### src/uxp_pkg.sv
package uxp_pkg;
  // Link geometry
  localparam int          DATA_W       = 8;
  localparam int          ADDR_W       = 5;
  localparam int          CELL_BYTES   = 53;
  localparam logic [4:0]  NULL_ADDR    = 5'h1f;
  localparam logic [7:0]  IDLE_BYTE    = 8'h00;
  // Sync stages on pin inputs
  localparam int          SYNC_STAGES  = 2;
  // Transmit state machine
  typedef enum logic [1:0] {
    UXP_IDLE = 2'b00,
    UXP_SEND = 2'b01
  } uxp_state_t;
endpackage : uxp_pkg

### src/uxp_tx_port.sv
`timescale 1ns/100ps
// How it works
// - Port pin outputs change only on link clock rising edges while strap high; strap low clears them at once
// - Cell available high when full cell ready and port idle at the link edge
// - Enable seen, next cycle first byte appears
// - Start flag marks first byte cycle
// - Five-bit address sampled to detect selection
// - Strap low ties off all port pins
// - Upper address bits serial unless strap high
// - Each byte driven at link rising edge
module uxp_tx_port #(
  parameter int          CELL_BYTES = uxp_pkg::CELL_BYTES,
  parameter logic [4:0]  OWN_ADDR   = 5'h01
) (
  input  wire logic                 core_clk,
  input  wire logic                 rst,
  input  wire logic                 cell_port_select_strap,
  input  wire logic                 tx_link_clock,
  input  wire logic                 tx_enable_from_master_n,
  input  wire logic                 tx_slave_select_address_bit0,
  input  wire logic [3:0]           serial_addr_pins_in,
  input  wire logic                 cell_ready,
  input  wire logic [7:0]           cell_byte_in,
  output logic                      cell_byte_take,
  output logic                      serial_addr_pins_route,
  output logic                      tx_cell_available,
  output logic                      tx_cell_available_oe,
  output logic                      tx_start_of_cell,
  output logic                      tx_start_of_cell_oe,
  output logic [7:0]                tx_cell_byte_bus,
  output logic                      tx_cell_byte_bus_oe
);
  localparam int CW = $clog2(CELL_BYTES + 1);

  // Synchronisers for pin inputs
  logic [1:0] clk_s_reg, enb_s_reg, strap_s_reg;
  logic [1:0] clk_s_next, enb_s_next, strap_s_next;
  logic [4:0] adr_s1_reg, adr_s2_reg, adr_s1_next, adr_s2_next;
  logic       clk_d_reg, clk_d_next;
  logic       strap_reg, strap_next;

  always_comb begin
    clk_s_next   = {clk_s_reg[0], tx_link_clock};
    enb_s_next   = {enb_s_reg[0], tx_enable_from_master_n};
    strap_s_next = {strap_s_reg[0], cell_port_select_strap};
    adr_s1_next  = {serial_addr_pins_in, tx_slave_select_address_bit0};
    adr_s2_next  = adr_s1_reg;
    clk_d_next   = clk_s_reg[1];
    strap_next   = strap_s_reg[1];
  end

  always_ff @(posedge core_clk) begin
    if (rst) begin
      clk_s_reg   <= 2'h0;
      enb_s_reg   <= 2'h3;
      strap_s_reg <= 2'h0;
      adr_s1_reg  <= uxp_pkg::NULL_ADDR;
      adr_s2_reg  <= uxp_pkg::NULL_ADDR;
      clk_d_reg   <= 1'b0;
      strap_reg   <= 1'b0;
    end else begin
      clk_s_reg   <= clk_s_next;
      enb_s_reg   <= enb_s_next;
      strap_s_reg <= strap_s_next;
      adr_s1_reg  <= adr_s1_next;
      adr_s2_reg  <= adr_s2_next;
      clk_d_reg   <= clk_d_next;
      strap_reg   <= strap_next;
    end
  end

  // Link rising edge and selection
  logic rise;
  logic sel;
  assign rise = clk_s_reg[1] & ~clk_d_reg;
  assign sel  = strap_reg && (adr_s2_reg == OWN_ADDR);

  // Transmit state and pin registers
  uxp_pkg::uxp_state_t st_reg, st_next;
  logic [CW-1:0] cnt_reg, cnt_next;
  logic       clav_reg, clav_next, clav_oe_reg, clav_oe_next;
  logic       soc_reg, soc_next, dat_oe_reg, dat_oe_next;
  logic [7:0] dat_reg, dat_next;
  logic       take_reg, take_next, route_reg, route_next;

  always_comb begin
    st_next      = st_reg;
    cnt_next     = cnt_reg;
    clav_next    = clav_reg;
    clav_oe_next = clav_oe_reg;
    soc_next     = soc_reg;
    dat_next     = dat_reg;
    dat_oe_next  = dat_oe_reg;
    take_next    = 1'b0;
    route_next   = ~strap_reg;
    if (!strap_reg) begin
      st_next      = uxp_pkg::UXP_IDLE;
      clav_next    = 1'b0;
      clav_oe_next = 1'b0;
      soc_next     = 1'b0;
      dat_next     = uxp_pkg::IDLE_BYTE;
      dat_oe_next  = 1'b0;
      cnt_next     = '0;
    end else if (rise) begin
      clav_next    = cell_ready && st_reg == uxp_pkg::UXP_IDLE;
      clav_oe_next = sel;
      soc_next     = 1'b0;
      case (st_reg)
        uxp_pkg::UXP_IDLE: begin
          dat_oe_next = 1'b0;
          if (sel && !enb_s_reg[1] && cell_ready) begin
            st_next     = uxp_pkg::UXP_SEND;
            soc_next    = 1'b1;
            dat_next    = cell_byte_in;
            dat_oe_next = 1'b1;
            take_next   = 1'b1;
            cnt_next    = CW'(CELL_BYTES - 1);
          end
        end
        uxp_pkg::UXP_SEND: begin
          if (cnt_reg == '0) begin
            st_next     = uxp_pkg::UXP_IDLE;
            dat_oe_next = 1'b0;
          end else if (!enb_s_reg[1]) begin
            dat_next    = cell_byte_in;
            take_next   = 1'b1;
            cnt_next    = cnt_reg - CW'(1);
          end
        end
        default: st_next = uxp_pkg::UXP_IDLE;
      endcase
    end
  end

  always_ff @(posedge core_clk) begin
    if (rst) begin
      st_reg      <= uxp_pkg::UXP_IDLE;
      cnt_reg     <= '0;
      clav_reg    <= 1'b0;
      clav_oe_reg <= 1'b0;
      soc_reg     <= 1'b0;
      dat_reg     <= uxp_pkg::IDLE_BYTE;
      dat_oe_reg  <= 1'b0;
      take_reg    <= 1'b0;
      route_reg   <= 1'b1;
    end else begin
      st_reg      <= st_next;
      cnt_reg     <= cnt_next;
      clav_reg    <= clav_next;
      clav_oe_reg <= clav_oe_next;
      soc_reg     <= soc_next;
      dat_reg     <= dat_next;
      dat_oe_reg  <= dat_oe_next;
      take_reg    <= take_next;
      route_reg   <= route_next;
    end
  end

  assign tx_cell_available      = clav_reg;
  assign tx_cell_available_oe   = clav_oe_reg;
  assign tx_start_of_cell       = soc_reg;
  assign tx_start_of_cell_oe    = dat_oe_reg;
  assign tx_cell_byte_bus       = dat_reg;
  assign tx_cell_byte_bus_oe    = dat_oe_reg;
  assign cell_byte_take         = take_reg;
  assign serial_addr_pins_route = route_reg;

  // Bytes handed out since the start flag, for the length check
  logic [CW-1:0] took_reg, took_next;

  always_comb begin
    took_next = took_reg;
    if (take_reg && soc_reg) begin
      took_next = CW'(1);
    end else if (take_reg) begin
      took_next = took_reg + CW'(1);
    end
  end

  always_ff @(posedge core_clk) begin
    if (rst) begin
      took_reg <= '0;
    end else begin
      took_reg <= took_next;
    end
  end

  // Checks
  strap_tieoff_a: assert property (@(posedge core_clk) disable iff (rst)
    !strap_reg |=> !clav_oe_reg && !dat_oe_reg && !soc_reg)
    else $error("port active while strap low");
  route_follow_a: assert property (@(posedge core_clk) disable iff (rst)
    route_reg == !$past(strap_reg))
    else $error("serial route wrong");
  edge_only_a: assert property (@(posedge core_clk) disable iff (rst)
    strap_reg && !rise |=> $stable(dat_reg) && $stable(soc_reg))
    else $error("output moved off link edge");
  clav_edge_a: assert property (@(posedge core_clk) disable iff (rst)
    strap_reg && !rise |=> $stable(clav_reg) && $stable(clav_oe_reg))
    else $error("cell available moved off link edge");
  soc_start_a: assert property (@(posedge core_clk) disable iff (rst)
    $rose(soc_reg) |-> st_reg == uxp_pkg::UXP_SEND && dat_oe_reg)
    else $error("start flag without first byte");
  soc_once_a: assert property (@(posedge core_clk) disable iff (rst)
    soc_reg && rise |=> !soc_reg)
    else $error("start flag past first byte");
  enb_soc_a: assert property (@(posedge core_clk) disable iff (rst)
    strap_reg && rise && sel && !enb_s_reg[1] && cell_ready
    && st_reg == uxp_pkg::UXP_IDLE |=> soc_reg)
    else $error("no start after enable");
  clav_sel_a: assert property (@(posedge core_clk) disable iff (rst)
    strap_reg && rise |=> clav_oe_reg == $past(sel))
    else $error("cell available drive without select");
  clav_val_a: assert property (@(posedge core_clk) disable iff (rst)
    strap_reg && rise && !cell_ready |=> !clav_reg)
    else $error("cell available with no cell");
  byte_take_a: assert property (@(posedge core_clk) disable iff (rst)
    take_reg |-> dat_oe_reg && $changed(cnt_reg))
    else $error("byte taken without drive");
  cell_len_a: assert property (@(posedge core_clk) disable iff (rst)
    $fell(dat_oe_reg) && $past(strap_reg) |-> took_reg == CW'(CELL_BYTES))
    else $error("cell length wrong");
  sel_addr_a: assert property (@(posedge core_clk) disable iff (rst)
    $rose(clav_oe_reg) |-> $past(adr_s2_reg) == OWN_ADDR)
    else $error("selected on wrong address");
  unsel_quiet_a: assert property (@(posedge core_clk) disable iff (rst)
    rise && !sel && st_reg == uxp_pkg::UXP_IDLE |=> !soc_reg && !dat_oe_reg)
    else $error("cell started while not selected");
  cell_sent_c: cover property (@(posedge core_clk) disable iff (rst)
    $rose(soc_reg) ##[1:1000] st_reg == uxp_pkg::UXP_IDLE);
  strap_off_c: cover property (@(posedge core_clk) $fell(strap_reg));
  clav_c: cover property (@(posedge core_clk) disable iff (rst)
    $rose(clav_reg));
  miss_c: cover property (@(posedge core_clk) disable iff (rst)
    strap_reg && rise && !sel);
  pause_c: cover property (@(posedge core_clk) disable iff (rst)
    dat_oe_reg && rise && enb_s_reg[1]);
endmodule : uxp_tx_port

### config.mk
export PLATFORM = sky130hd
export DESIGN_NAME = uxp_tx_port
export DESIGN_NICKNAME = d
export VERILOG_FILES = /design/src/uxp_pkg.sv /design/src/uxp_tx_port.sv
export SDC_FILE = /design/constraint.sdc
export NUM_CORES = 1
export LEC_CHECK = 0
export ABC_CLOCK_PERIOD_IN_PS = 4190
export BUFFER_PORTS_ARGS = -buffer_cell sky130_fd_sc_hd__buf_2
export CORE_MARGIN = 4
export CORE_UTILIZATION = 55
export DETAILED_ROUTE_END_ITERATION = 16
export GPL_ROUTABILITY_DRIVEN = 0
export HOLD_SLACK_MARGIN = 0.15
export PLACE_DENSITY_LB_ADDON = 0.3
export SLEW_MARGIN = 5
export SYNTH_ARGS = -nofsm -noshare
export SYNTH_HDL_FRONTEND = slang
export SYNTH_SLANG_ARGS = --single-unit
### constraint.sdc
create_clock -name core_clk -period 4.19 [get_ports core_clk]
set_input_delay 0 -clock core_clk [delete_from_list [all_inputs] [get_ports core_clk]]
set_output_delay 0 -clock core_clk [all_outputs]
set_load 0.02 [all_outputs]
==> flow_summary.ini <==
[run_status]
status = finished clean

[timing]
rsz0062_at_grt = false
fin_setup_tns_ps = 0
period_needed_ps = 2400
finalCritPeriodShare = 0.573
hold_violations = 0
drv_slew = 0
timing.hold.ws_ps = 425
skew_ps = 12.3
finalSetupViolations = 0
worstMarginPinSlew_ps = 1110
slew_headroom = 0.260
setup_slack_ps = 1790
fmax_mhz = 417

[worst_setup_path]
rr_worst_depth = 6
critPathLaunchType = flip-flop
path_class = flip-flop to flip-flop
worstPathCellList = inv_1 -> ha_1 -> nor2b_1 -> a2111oi_2 -> o22ai_1 -> a221oi_1
rr_startpoint = cnt_reg[0]
crit_required_ps = 4440
worstSetupEndpointType = flip-flop
slowest_stage = a2111oi_2
worstPathMaxFanout = 12
slowest_delay_ps = 1000
startpoint = cnt_reg[0]
arrival_ps = 2660

[pwr]
internal_power_mw = 0.471
power_per_cell_area_nw_per_um2 = 317
p_total_mw = 0.606
p_clk_frac = 0.305
p_sw_frac = 0.223
p_comb_frac = 0.066
total_leakage_power_nw = 0.757
p_seq_frac = 0.629
p_switching_mw = 0.135
irDropWorstVdd_uv = 270

[cts]
clkTransAtPathRegs_ps = 120
htreeDepth = 2
cts_buffers = 5
cts_tree = yes
cts_resized = 0
postCtsSetupBuffers = 0
clockBufferDepth = 2
cts_root_buf = clkbuf_4
clkLatencyLatePin_ps = 340
ctsHoldBuffers = 26
cts.sink_count = 39

[global_route]
groute.usage.overall = 0.208
grt_max_degree = 20
gr-total-overflow = 0
grt_pass1_vias = 1190
antenna_found_initial = 0
grt_first_pass_wirelength_um = 5260

[floorplan]
io_pins = 34
die-height_um = 59.0
fp.coreArea_um2 = 2480
fp.dieW_um = 59.0
start_util = 0.577
dieArea_um2 = 3480
row_count = 18

[yosys]
synth_seq_cells = 39
synth_top_cell_area_share = 0.546
synth_edf_count = 0
synth_ff_type = dfxtp_1
syn_inst = 142
yosys_warnings = 0
synth_area_leaders = dfxtp_1 (55%), a21oi_1 (5.6%), or2_2 (5.3%), nand3_1 (3.5%), nor2b_1 (3.5%)
ys_async_sr_fraction = 0
syn_avg_cell_area_um2 = 10.1
synth_fp_nets = 163
synth-seq-area-share = 0.546
yosysTopAreaCell = dfxtp_1
netlist_area_um2 = 1430
synth_cell_types = 35

[finish]
final_cell_mix = dfxtp_1 (39), buf_2 (33), dlygate4sd3_1 (26), a21oi_1 (16), or2_2 (12)
diodes = 0
largest_reg_flops = 8
syn_to_final_growth_pct = 33.8
final_common_cell = dfxtp_1
drive_above_1_share = 0.274
nets = 221

[drt]
first_pass_iters = 4
first_iter_violations = 71
routedWlPerCell_um = 14.2
vias = 1265
antenna_left = 0
drc = 0
vias_per_cell = 5.48
routed_wl_um = 3290

[placement]
post-place-ws_ps = 1760
portBuffers = 33
hpwl_um = 1800

[min_path]
hold_depth = 1
hp-class = flip-flop to flip-flop
min_from = adr_s1_reg[0]

[flow_run]
max_cap_viol_count = 0
metrics by stage:
| stage | util | std cells | cell area [um2] |
|---|---|---|---|
| finish | 0.772 | 231 | 1910 |
| global route | 0.772 | 231 | 1910 |
| CTS | 0.772 | 231 | 1910 |
| detailed placement | 0.645 | 197 | 1600 |
| global placement | 0.645 | 197 | 1600 |
| floorplan | - | 142 | 1430 |
synth_stat cells, drive strengths merged, types with 2 or more instances:
library cell	n
inv	4
dfxtp	39
nand3	10
nor3b	2
and3	2
clkbuf	6
o211a	2
nand2	2
nor4	2
nor2b	8
nor2	2
o21ai	10
o2111ai	2
or2	12
nor3	2
buf	3
ha	2
a2111oi	2
o31a	2
a21oi	16
final timing paths:
| path | end | slack [ps] |
|---|---|---|
| min reg2reg | adr_s2_reg[0] | 420 |
| max | cnt_reg[5] | 1790 |
| max reg2reg | cnt_reg[5] | 1790 |
| min | adr_s2_reg[0] | 420 |
cell type report:
cell class / count / area [um2]
sequential: 39 / 781
clock inverter: 2 / 12.5
fill: 162 / 566
timing repair buffer: 60 / 433
tap: 30 / 37.5
inverter: 5 / 18.8
multi-input combinational: 89 / 588
clock buffer: 6 / 41.3
worst max-delay path: cells and delay by family (launching register included):
family | cells | cell delay (ps)
flops | 1 | 430
buf+inv | 1 | 100
simple gates | 1 | 150
fa+ha+maj | 1 | 190
compound gates | 3 | 1440
layer usage:
layer  wire length [um]  track usage  vias up  part of all wire
li1                   -            -      616                 -
met1               1300        0.216      600              0.40
met2               1740        0.385       41              0.53
met3                171       0.0610        8             0.052
met4                 68       0.0874        0             0.021
met5                  0            0        -                 0
power by group through the flow:
stage	Sequential, mW	Clock [mW]	Combinational [mW]
floorplan	0.388	0	0.00962
global placement	0.389	0	0.0190
detailed placement	0.389	0	0.0195
CTS	0.381	0.190	0.0377
global route	0.382	0.209	0.0434
finish	0.381	0.185	0.0399
cell families after synthesis:
| group | share of synthesized area |
|---|---|
| compound gates | 0.180 |
| xor+xnor | 0.00613 |
| fa+ha+maj | 0.0175 |
| buf+inv | 0.0455 |
| flops | 0.546 |
| mux | 0.00701 |
| simple gates | 0.197 |
No activity file was read; power rests on OpenSTA's default activity.
